### src/hdl/pll_cfg_pkg.sv
// Constants, field layout and helpers for the clock multiplier config block.
// Assumes a 32-bit Avalon-MM register bus with byte addresses.
`default_nettype none

package pll_cfg_pkg;

  // Bus geometry
  localparam int unsigned ADDR_W = 8;
  localparam int unsigned DATA_W = 32;
  localparam int unsigned BE_W = 4;

  // Register index and byte addresses
  localparam logic [7:0] CFG_INDEX = 8'h02;
  localparam logic [7:0] CFG_ADDR = {CFG_INDEX[5:0], 2'b00};
  localparam logic [7:0] STATUS_ADDR = 8'h0C;

  // Field positions of the config word
  localparam int unsigned DIV_RST_BIT = 22;
  localparam int unsigned DIV_SEL_LSB = 20;
  localparam int unsigned DBL_EN_BIT = 19;
  localparam int unsigned PLL_EN_BIT = 18;
  localparam int unsigned DIV_EN_BIT = 17;
  localparam int unsigned DBL_EDGE_BIT = 16;
  localparam int unsigned FB_LSB = 8;
  localparam int unsigned FB_W = 8;
  localparam int unsigned CP_MAN_BIT = 6;
  localparam int unsigned CP_LSB = 3;
  localparam int unsigned CP_W = 3;
  localparam int unsigned DIV_RST_LANE = 2;

  // Writable bits; everything else reads zero
  localparam logic [31:0] CFG_WR_MASK = 32'h007F_FF78;
  localparam logic [7:0] FB_DEFAULT = 8'h19;
  localparam logic [31:0] CFG_RESET = {16'h0000, FB_DEFAULT, 8'h00};

  // Divider select codes and factors
  localparam logic [1:0] DIV_SEL_1 = 2'h0;
  localparam logic [1:0] DIV_SEL_2 = 2'h1;
  localparam logic [1:0] DIV_SEL_4 = 2'h2;
  localparam logic [3:0] FACTOR_1 = 4'h1;
  localparam logic [3:0] FACTOR_2 = 4'h2;
  localparam logic [3:0] FACTOR_4 = 4'h4;
  localparam logic [3:0] FACTOR_8 = 4'h8;

  // Reference divider reset pulse length in core clocks
  localparam int unsigned RST_CNT_W = 3;
  localparam logic [RST_CNT_W-1:0] DIV_RST_CYC = 3'h4;

  // Status word layout
  localparam int unsigned ST_RST_BIT = 0;
  localparam int unsigned ST_CAL_BIT = 1;
  localparam int unsigned ST_CP_LSB = 2;
  localparam int unsigned ST_DBL_BIT = 5;
  localparam int unsigned ST_PLL_BIT = 6;

  typedef enum logic [0:0] {
    BUS_IDLE = 1'b0,
    BUS_ACK = 1'b1
  } bus_state_t;

  // Effective reference divide factor; bypass gives one
  function automatic logic [3:0] div_factor(input logic [1:0] sel, input logic en);
    logic [3:0] f;
    f = FACTOR_1;
    if (en) begin
      case (sel)
        DIV_SEL_1: f = FACTOR_1;
        DIV_SEL_2: f = FACTOR_2;
        DIV_SEL_4: f = FACTOR_4;
        default: f = FACTOR_8;
      endcase
    end
    return f;
  endfunction

  // Expand byte enables into a bit mask
  function automatic logic [31:0] lane_mask(input logic [3:0] be);
    logic [31:0] m;
    m = 32'h0000_0000;
    for (int i = 0; i < 4; i++) begin
      m[i*8 +: 8] = {8{be[i]}};
    end
    return m;
  endfunction

endpackage

`default_nettype wire

### src/hdl/div_reset_pulse.sv
// Fixed-length pulse generator for the reference input divider reset.
// Assumes a one-cycle trigger in the core clock domain.
`default_nettype none

module div_reset_pulse
  import pll_cfg_pkg::*;
(
  input wire logic i_core_clk, // Core clock
  input wire logic i_sys_rst, // Synchronous reset, high
  input wire logic i_trigger, // One-cycle start request
  output logic o_pulse // Divider reset, registered
);

  logic [RST_CNT_W-1:0] remain;

  // Load on trigger, count down, pulse while counting
  always_ff @(posedge i_core_clk) begin
    if (i_sys_rst) begin
      remain <= '0;
      o_pulse <= 1'b0;
    end else if (i_trigger) begin
      remain <= DIV_RST_CYC - 3'h1;
      o_pulse <= 1'b1;
    end else if (remain != '0) begin
      remain <= remain - 3'h1;
      o_pulse <= 1'b1;
    end else begin
      o_pulse <= 1'b0;
    end
  end
endmodule

`default_nettype wire

### src/hdl/pll_clock_multiplier_config.sv
// Clock multiplier configuration register with Avalon-MM slave access.
// Assumes calibration status and auto current code come from the PLL core.
//
// What this block does
// - Writing bit 22 one starts divider reset
// - Bits 21:20 select divide 1/2/4/8
// - Divider acts only when bit 17 set
// - Doubling needs both bits 19 and 16
// - Bit 16 zero holds doubler circuit off
// - Bit 18 enables PLL as system clock
// - Feedback field doubled gives total multiplication
// - Feedback field resets to 25
// - Bit 6 zero: automatic pump current
// - Bit 6 one: current from bits 5:3
`default_nettype none

module pll_clock_multiplier_config
  import pll_cfg_pkg::*;
(
  input wire logic i_core_clk, // Core clock, 125 MHz
  input wire logic i_sys_rst, // Synchronous reset, high
  input wire logic [pll_cfg_pkg::ADDR_W-1:0] i_address, // Byte address
  input wire logic i_read, // Read request
  input wire logic i_write, // Write request
  input wire logic [pll_cfg_pkg::BE_W-1:0] i_byteenable, // Byte lanes
  input wire logic [pll_cfg_pkg::DATA_W-1:0] i_writedata, // Write data
  output logic [pll_cfg_pkg::DATA_W-1:0] o_readdata, // Read data
  output logic o_waitrequest, // Stall, high until answer
  input wire logic i_vco_cal_busy, // VCO calibration running
  input wire logic [pll_cfg_pkg::CP_W-1:0] i_cp_auto_code, // Calibrated current
  output logic o_ref_div_reset, // Reference divider reset
  output logic [3:0] o_ref_div_factor, // Effective divide factor
  output logic o_doubler_active, // Doubling in effect
  output logic o_doubler_circuit_en, // Doubler circuit powered
  output logic o_pll_enable, // PLL drives system clock
  output logic [pll_cfg_pkg::FB_W:0] o_pll_mult, // Total multiplication
  output logic o_cp_manual, // Manual current selected
  output logic [pll_cfg_pkg::CP_W-1:0] o_charge_pump_current // Pump current code
);

  bus_state_t state;
  logic [31:0] clock_multiplier_config;
  logic [CP_W-1:0] cp_auto;
  logic req;
  logic hit_cfg;
  logic hit_status;
  logic cfg_wr;
  logic div_trigger;
  logic [31:0] lanes;
  logic [31:0] status_word;
  logic [1:0] div_sel;
  logic div_en;
  logic dbl_en;
  logic dbl_edge;
  logic pll_en;
  logic [FB_W-1:0] fb_n;
  logic cp_man;
  logic [CP_W-1:0] cp_field;

  // Field views of the config word
  assign div_sel = clock_multiplier_config[DIV_SEL_LSB +: 2];
  assign div_en = clock_multiplier_config[DIV_EN_BIT];
  assign dbl_en = clock_multiplier_config[DBL_EN_BIT];
  assign dbl_edge = clock_multiplier_config[DBL_EDGE_BIT];
  assign pll_en = clock_multiplier_config[PLL_EN_BIT];
  assign fb_n = clock_multiplier_config[FB_LSB +: FB_W];
  assign cp_man = clock_multiplier_config[CP_MAN_BIT];
  assign cp_field = clock_multiplier_config[CP_LSB +: CP_W];

  // Request decode, taken only in the idle state
  assign req = (state == BUS_IDLE) && (i_read || i_write);
  assign hit_cfg = (i_address == CFG_ADDR);
  assign hit_status = (i_address == STATUS_ADDR);
  assign cfg_wr = req && i_write && hit_cfg;
  assign lanes = lane_mask(i_byteenable);

  assign div_trigger = cfg_wr && i_byteenable[DIV_RST_LANE] && i_writedata[DIV_RST_BIT];

  // Live state shown to software
  always_comb begin
    status_word = 32'h0000_0000;
    status_word[ST_RST_BIT] = o_ref_div_reset;
    status_word[ST_CAL_BIT] = i_vco_cal_busy;
    status_word[ST_CP_LSB +: CP_W] = o_charge_pump_current;
    status_word[ST_DBL_BIT] = o_doubler_active;
    status_word[ST_PLL_BIT] = o_pll_enable;
  end

  // Bus handshake: one stall cycle, then one answer cycle
  always_ff @(posedge i_core_clk) begin
    if (i_sys_rst) begin
      state <= BUS_IDLE;
      o_waitrequest <= 1'b1;
    end else begin
      case (state)
        BUS_IDLE: begin
          if (req) begin
            state <= BUS_ACK;
            o_waitrequest <= 1'b0;
          end
        end
        BUS_ACK: begin
          state <= BUS_IDLE;
          o_waitrequest <= 1'b1;
        end
        default: begin
          state <= BUS_IDLE;
          o_waitrequest <= 1'b1;
        end
      endcase
    end
  end

  // Read data captured when the request is taken; unmapped reads zero
  always_ff @(posedge i_core_clk) begin
    if (i_sys_rst) begin
      o_readdata <= 32'h0000_0000;
    end else if (req && i_read) begin
      if (hit_cfg) begin
        o_readdata <= clock_multiplier_config;
      end else if (hit_status) begin
        o_readdata <= status_word;
      end else begin
        o_readdata <= 32'h0000_0000;
      end
    end
  end

  // Config register with byte lanes
  always_ff @(posedge i_core_clk) begin
    if (i_sys_rst) begin
      clock_multiplier_config <= CFG_RESET;
    end else if (cfg_wr) begin
      clock_multiplier_config <= ((clock_multiplier_config & ~lanes) | (i_writedata & lanes))
                                 & CFG_WR_MASK;
    end
  end

  // Divider reset pulse
  div_reset_pulse u_div_reset (
    .i_core_clk(i_core_clk),
    .i_sys_rst(i_sys_rst),
    .i_trigger(div_trigger),
    .o_pulse(o_ref_div_reset)
  );

  always_ff @(posedge i_core_clk) begin
    if (i_sys_rst) begin
      o_ref_div_factor <= FACTOR_1;
    end else begin
      o_ref_div_factor <= div_factor(div_sel, div_en);
    end
  end

  always_ff @(posedge i_core_clk) begin
    if (i_sys_rst) begin
      o_doubler_active <= 1'b0;
      o_doubler_circuit_en <= 1'b0;
    end else begin
      o_doubler_active <= dbl_en && dbl_edge;
      o_doubler_circuit_en <= dbl_edge;
    end
  end

  always_ff @(posedge i_core_clk) begin
    if (i_sys_rst) begin
      o_pll_enable <= 1'b0;
      o_pll_mult <= {1'b0, 8'h00};
    end else begin
      o_pll_enable <= pll_en;
      o_pll_mult <= {fb_n, 1'b0};
    end
  end

  always_ff @(posedge i_core_clk) begin
    if (i_sys_rst) begin
      cp_auto <= 3'h0;
    end else if (i_vco_cal_busy && !cp_man) begin
      cp_auto <= i_cp_auto_code;
    end
  end

  always_ff @(posedge i_core_clk) begin
    if (i_sys_rst) begin
      o_cp_manual <= 1'b0;
      o_charge_pump_current <= 3'h0;
    end else begin
      o_cp_manual <= cp_man;
      o_charge_pump_current <= cp_man ? cp_field : cp_auto;
    end
  end
endmodule

`default_nettype wire
### config.mk
export PLATFORM = sky130hd
export DESIGN_NAME = pll_clock_multiplier_config
export DESIGN_NICKNAME = d
export VERILOG_FILES = /design/src/hdl/pll_cfg_pkg.sv /design/src/hdl/div_reset_pulse.sv /design/src/hdl/pll_clock_multiplier_config.sv
export SDC_FILE = /design/constraint.sdc
export NUM_CORES = 1
export LEC_CHECK = 0
export ABC_AREA = 1
export BUFFER_PORTS_ARGS = -buffer_cell sky130_fd_sc_hd__clkbuf_2
export CAP_MARGIN = 10
export CORE_UTILIZATION = 38
export CTS_BUF_LIST = sky130_fd_sc_hd__clkbuf_4 sky130_fd_sc_hd__clkbuf_8 sky130_fd_sc_hd__clkbuf_16
export CTS_CLUSTER_DIAMETER = 200
export DETAILED_ROUTE_END_ITERATION = 10
export PLACE_DENSITY = 0.67
export SLEW_MARGIN = 20
export SYNTH_ARGS = -nofsm -noshare
export SYNTH_HDL_FRONTEND = slang
export SYNTH_SLANG_ARGS = --single-unit
### constraint.sdc
create_clock -name i_core_clk -period 1.4 [get_ports i_core_clk]
set_clock_uncertainty 0.2 [all_clocks]
set_input_delay 0.28 -clock i_core_clk [delete_from_list [all_inputs] [get_ports i_core_clk]]
set_output_delay 0.28 -clock i_core_clk [all_outputs]
set_load 0.005 [all_outputs]
==> impl_metrics.env, run 1 <==
export IMPL_drt_vias_per_instance=4.34
export IMPL_synth_seq_area_share=0.494
export IMPL_worst_setup_path_end_kind="flop"
export IMPL_core_area_um2=6940
export IMPL_drt_pass1_iter_count=4
export IMPL_setup_viol=0
export IMPL_power_density_nw_per_um2=1170
export IMPL_grt_pass1_vias=2109
export IMPL_p_leak_nw=1.93
export IMPL_globalplace_congestion=0.772
export IMPL_ys_flop_type="dfxtp_1"
export IMPL_grt_pass1_wl_um=9540
export IMPL_num_vias=2411
export IMPL_die_area_um2=7710
export IMPL_core_rowCount=30
export IMPL_vdd_ir_drop_worst_mv=0.593
export IMPL_dp_hpwl_um=4240
export IMPL_ys_ff_latch=69
export IMPL_htreeDepth=3
export IMPL_layout_commonest_cell="clkbuf_2"
export IMPL_clkSinkCount=69
export IMPL_wl_per_cell_um=10.8
export IMPL_fin_crit_sh=0.935
export IMPL_clk_pin_slew_ns=0.07
export IMPL_wirelength_um=5980
export IMPL_grt_overflow_total=0
export IMPL_slew_violations=0
export IMPL_final_core_util=0.537
export IMPL_cts_tree="yes"
export IMPL_cap_violations=0
export IMPL_antenna_left=0
export IMPL_die_height_um=87.8
export IMPL_drcViolationCount=0
export IMPL_nets=508
export IMPL_track_usage=0.163
export IMPL_ys_types=30
export IMPL_drive_gt1_frac=0.329
export IMPL_netlist_instances=341
export IMPL_fmax_mhz=764
export IMPL_fin_crit_ns=1.31
export IMPL_cp_arrival_ns=1.34
export IMPL_drtIter0Drc=47
export IMPL_ys_warn_count=0
export IMPL_hold_violations=0
export IMPL_p_total_mw=4.36
export IMPL_cts_root_buf="clkbuf_8"
export IMPL_die_w_um=87.8
export IMPL_outcome="finished, final reports clean"
export IMPL_antenna_found_initial=0
export IMPL_startpoint_type="flop"
export IMPL_most_common_layout_cells="clkbuf_2 (80), dfxtp_1 (68), nand2_1 (59)"
export IMPL_fillers=682
export IMPL_num_antenna_cells=0
export IMPL_start_util=0.403
export IMPL_syn_area_per_cell_um2=8.20
export IMPL_critPathRequiredTime_ns=1.43
export IMPL_min_path_type="primary input to flop"
export IMPL_cts_buffers=9
export IMPL_synth_top_area_frac=0.494
export IMPL_crit_fanout=4
export IMPL_multiInputGateArea_um2=1100
export IMPL_regArea_um2=1380
export IMPL_synth_largest_area_cell="dfxtp_1"
export IMPL_clock_insertion_delay_worst_skew_ns=0.33
export IMPL_portBuffers=80
export IMPL_ys_async_sr_fraction=0
export IMPL_crit_type="flop to flop"
export IMPL_setup_tns_ns=0
export IMPL_rsz0062_at_grt="false"
export IMPL_ios=106
export IMPL_synth_edf_count=0
export IMPL_syn_to_final_growth_pct=33.4
export IMPL_clock_path_buffers=2
export IMPL_grt_max_degree=35
export IMPL_syn_cell_area_um2=2800
export IMPL_synthTopCellsByArea="dfxtp_1 (49%), nand2_1 (8.1%), nor2_1 (6.8%), nand3_1 (5.5%), nand2_2 (4.9%)"
==> path summary, 6_finish.rpt <==
kind | startpoint | endpoint | slack, ns | depth (start not counted)
min reg2reg | flop | o_pll_mult[5] | 0.25 | 2
min | i_cp_auto_code[2] | cp_auto[2] | 0.02 | 3
max reg2reg | u_div_reset.remain[0] | u_div_reset.remain[0] | 0.09 | 6
max | u_div_reset.remain[0] | u_div_reset.remain[0] | 0.09 | 6
==> power breakdown <==
part           switching [mW]  total, mW  internal [mW]
clock network           0.739       1.76           1.02
registers              0.0439       2.08           2.04
logic                   0.271      0.518          0.247
total                    1.05       4.36           3.31
==> metal layers <==
layer / vias up / share of wire / track usage
li1: 1271 / - / -
met1: 1068 / 0.46 / 0.202
met2: 68 / 0.48 / 0.267
met3: 4 / 0.044 / 0.0443
met4: 0 / 0.0095 / 0.0700
met5: - / 0 / 0
==> cells in the mapped netlist, types with 3 or more instances <==
| cell | count |
|---|---|
| buf_4 | 11 |
| nor2_2 | 4 |
| nand3_1 | 31 |
| buf_6 | 4 |
| o21ai_0 | 10 |
| inv_1 | 34 |
| a21oi_1 | 13 |
| nand4_1 | 3 |
| nor2_1 | 51 |
| nand2_2 | 22 |
| dfxtp_1 | 69 |
| nand2_1 | 60 |
| clkbuf_8 | 3 |
| nor3_1 | 6 |
==> cell type report <==
cell class	instances	share of cell area
sequential	69	0.371
multi-input combinational	222	0.294
timing repair buffer	117	0.206
inverter	35	0.0386
clock buffer	10	0.0352
tap	96	0.0322
clock inverter	6	0.0235
==> cells by family after synthesis <==
| kind of cell | synth area share |
|---|---|
| xor+xnor | 0.00627 |
| fa+ha+maj | 0.00895 |
| flops | 0.494 |
| other cells | 0.00134 |
| compound gates | 0.0412 |
| simple gates | 0.316 |
| buf+inv | 0.132 |
==> repair_timing <==
action | CTS | global route
hold buffers | 20 | 0
pin swaps | 0 | 1
setup buffers | 0 | 1
cloned | 0 | 0
gates resized for setup | 1 | 7
endpoints found under the hold margin | 20 | 0
setup endpoints to repair | 5 | 22
==> metrics by stage <==
stage	setup slack (ns)	std cells	hold slack [ns]	cell area, um2
global route	0.00393	555	0.0177	3730
global placement	-0.177	518	0.234	3270
finish	0.0904	555	0.0167	3730
floorplan	0.0663	351	0.215	2830
detailed placement	-0.203	518	0.240	3270
CTS	0.0128	554	0.00604	3690
==> worst max-delay path, cell delays in order (launching register included) <==
cell and delay [ns]:
dfxtp_1 0.33, inv_1 0.08, ha_1 0.15, inv_1 0.05
nor2_2 0.15, xor2_1 0.17, a21oi_1 0.08
No activity file was read; power rests on OpenSTA's default activity.
==> run 2, diff against run 1 <==
Settings changed: PLACE_DENSITY 0.67 to 0.68, SYNTH_HIERARCHICAL from default to 1.
==> run 2 against run 1 <==
Design area decreased by 1.2%. Worst hold slack improved by 0.028 ns. Largest cell class unchanged. Worst setup slack got worse by 0.028 ns. Sequential power about the same. Sequential share of layout area increased by 0.55 points.
==> impl_metrics.env, run 2 <==
export IMPL_outcome="finished, final reports clean"
export IMPL_wl_per_cell_um=11.5
export IMPL_rrSetupSlack_ns=0.06
export IMPL_highest_signal_layer="met4"
export IMPL_wirelength_um=6270
export IMPL_cap_violations=0
export IMPL_critPathCapture="u_div_reset/o_pulse"
export IMPL_grt_overflow_total=0
export IMPL_fillers=648
export IMPL_cts_root_buf="clkbuf_8"
export IMPL_worst_r2r_cell_count=5
export IMPL_cp_arrival_ns=1.37
export IMPL_vdd_ir_drop_worst_mv=0.583
export IMPL_grt_pass1_vias=2289
export IMPL_grt_pass1_wl_um=10000
export IMPL_globalplace_congestion=0.787
export IMPL_wl_met1_um=2800
export IMPL_worst_setup_path_end_kind="flop"
export IMPL_track_usage=0.181
export IMPL_ios=106
export IMPL_dp_hpwl_um=4550
export IMPL_max_stage_delay_ns=0.34
export IMPL_place_area_um2=3210
export IMPL_worst_path_stages=5
export IMPL_synth_largest_area_cell="dfxtp_1"
export IMPL_portBuffers=80
export IMPL_critPathRequiredTime_ns=1.43
export IMPL_synth_seq_area_share=0.522
export IMPL_crit_fanout=4
export IMPL_synth_top_area_frac=0.522
export IMPL_syn_cell_area_um2=2650
export IMPL_ys_ff_latch=69
export IMPL_antenna_left=0
export IMPL_synth_most_common_cell="dfxtp_1"
export IMPL_drive_gt1_frac=0.275
export IMPL_core_area_um2=6760
export IMPL_ys_types=25
export IMPL_slew_violations=0
export IMPL_path_delay_family="flip-flops"
export IMPL_die_height_um=85.5
export IMPL_ys_warn_count=6
export IMPL_start_util=0.392
export IMPL_crit_chain="inv_1 > ha_2 > nand2_2 > o21ai_0 > inv_1"
export IMPL_crit_buf_inv=2
export IMPL_min_path_type="primary input to flop"
export IMPL_cts_tree="yes"
export IMPL_core_rowCount=30
export IMPL_power_density_nw_per_um2=1220
export IMPL_synthTopCellsByArea="dfxtp_1 (52%), nand2_1 (9.6%), nand3_1 (8.3%), nor2_1 (7.7%), inv_1 (5.2%)"
export IMPL_critPathSlowestCell="dfxtp_1"
export IMPL_p_leak_nw=1.89
export IMPL_crit_path_frequent_cell="inv_1"
export IMPL_most_common_layout_cells="clkbuf_2 (80), nand2_1 (68), dfxtp_1 (67)"
export IMPL_final_area_um2=3690
export IMPL_drcViolationCount=0
export IMPL_clkSinkCount=69
export IMPL_synthTopCellsByCount="dfxtp_1 (69), nand2_1 (68), nor2_1 (54), nand3_1 (44), inv_1 (37)"
export IMPL_drt_pass1_iter_count=4
export IMPL_layout_commonest_cell="clkbuf_2"
export IMPL_drt_vias_per_instance=4.52
export IMPL_setup_tns_ns=0
export IMPL_die_w_um=85.5
export IMPL_ys_flop_type="dfxtp_1"
export IMPL_num_vias=2470
export IMPL_clk_pin_slew_ns=0.09
export IMPL_worstSetupStartpoint="u_div_reset/remain[0]"
export IMPL_die_area_um2=7310
export IMPL_clock_insertion_delay_worst_skew_ns=0.36
export IMPL_drtIter0Drc=116
export IMPL_cts_setup_buffers=0
export IMPL_met3_length_um=356
export IMPL_dr_wl_met2_um=3030
export IMPL_num_antenna_cells=0
export IMPL_htreeDepth=3
export IMPL_cts_buffers=9
export IMPL_syn_area_per_cell_um2=7.70
export IMPL_nets=515
export IMPL_fin_crit_sh=0.956
export IMPL_fin_crit_ns=1.34
export IMPL_syn_to_final_growth_pct=39.2
export IMPL_startpoint_type="flop"
export IMPL_fmax_mhz=748
export IMPL_ys_async_sr_fraction=0
export IMPL_grt_max_degree=22
export IMPL_r2r_end="u_div_reset/o_pulse"
export IMPL_crit_type="flop to flop"
export IMPL_synth_edf_count=0
export IMPL_final_core_util=0.546
export IMPL_r2r_start="u_div_reset/remain[0]"
export IMPL_setup_viol=0
export IMPL_clock_path_buffers=2
export IMPL_netlist_instances=344
export IMPL_hold_violations=0
export IMPL_antenna_found_initial=0
run 2: cell count changes after synthesis, sizes merged:
| cell | previous run | this run |
|---|---|---|
| nand2 | 83 | 69 |
| nand3 | 34 | 47 |
| inv | 35 | 38 |
| buf | 20 | 22 |
| clkbuf | 5 | 3 |
| o21ai | 10 | 12 |
| a211oi | 0 | 1 |
| a21oi | 13 | 12 |
| clkinv | 0 | 1 |
| nor3 | 6 | 5 |
| xor2 | 1 | 0 |
run 2: worst min-delay path: cells and delay by family:
family | cells | cell delay, ns
compound gates | 1 | 0.10
buf+inv | 2 | 0.18
run 2: per-layer routing:
| metal | global-route usage | up-vias |
|---|---|---|
| met2 | 0.311 | 78 |
| met5 | 0 | - |
| li1 | - | 1293 |
| met3 | 0.0700 | 9 |
| met1 | 0.207 | 1090 |
| met4 | 0.0591 | 0 |
run 2: how the worst min path moves through the flow:
stage | start | endpoint | slack [ns] | cells after the start
detailed placement | flop | o_pll_enable | 0.24 | 2
global placement | flop | o_pll_mult[6] | 0.24 | 2
finish | i_write | state | 0.04 | 3
CTS | i_write | state | 0.03 | 3
floorplan | i_sys_rst | u_div_reset/remain[0] | 0.15 | 1
global route | i_byteenable[1] | flop | 0.04 | 3
run 2: final cells by class:
class,count,area (um2),share of cell area
tap,80,100,0.0272
clock buffer,9,124,0.0336
multi-input combinational,221,1010,0.274
timing repair buffer,121,816,0.221
inverter,39,146,0.0397
clock inverter,7,104,0.0282
sequential,69,1390,0.376
run 2: logic make-up (layout without fill, tap and decap cells):
| kind of cell | count (synthesis) | in the layout | share of synthesized area |
|---|---|---|---|
| simple gates | 182 | 182 | 0.298 |
| xor+xnor | 1 | 1 | 0.00331 |
| compound gates | 25 | 25 | 0.0496 |
| flops | 69 | 69 | 0.522 |
| fa+ha+maj | 2 | 2 | 0.00945 |
| buf+inv | 64 | 176 | 0.117 |
| other cells | 1 | 11 | 0.00142 |
run 2: power by group:
part / switching, mW / internal [mW] / total, mW
combinational: 0.312 / 0.278 / 0.591
clock: 0.814 / 1.03 / 1.84
sequential: 0.0471 / 2.03 / 2.08
run 2: what timing repair did:
action | 4_1_cts | 5_1_grt
endpoints found under the setup margin | 3 | 19
hold buffers | 23 | 0
gates resized for setup | 1 | 6
pin swaps | 0 | 2
endpoints found under the hold margin | 23 | 0
run 2: through the flow:
step	worst slack [ns]	power [mW]	instances	hold slack, ns
6_report	0.0623	4.51	546	0.0443
2_1_floorplan	-0.00930	2.48	354	0.152
4_1_cts	0.0310	4.55	546	0.0322
5_1_grt	-0.00553	4.72	546	0.0371
3_3_place_gp	-0.171	2.62	507	0.236
3_5_place_dp	-0.176	2.65	507	0.238
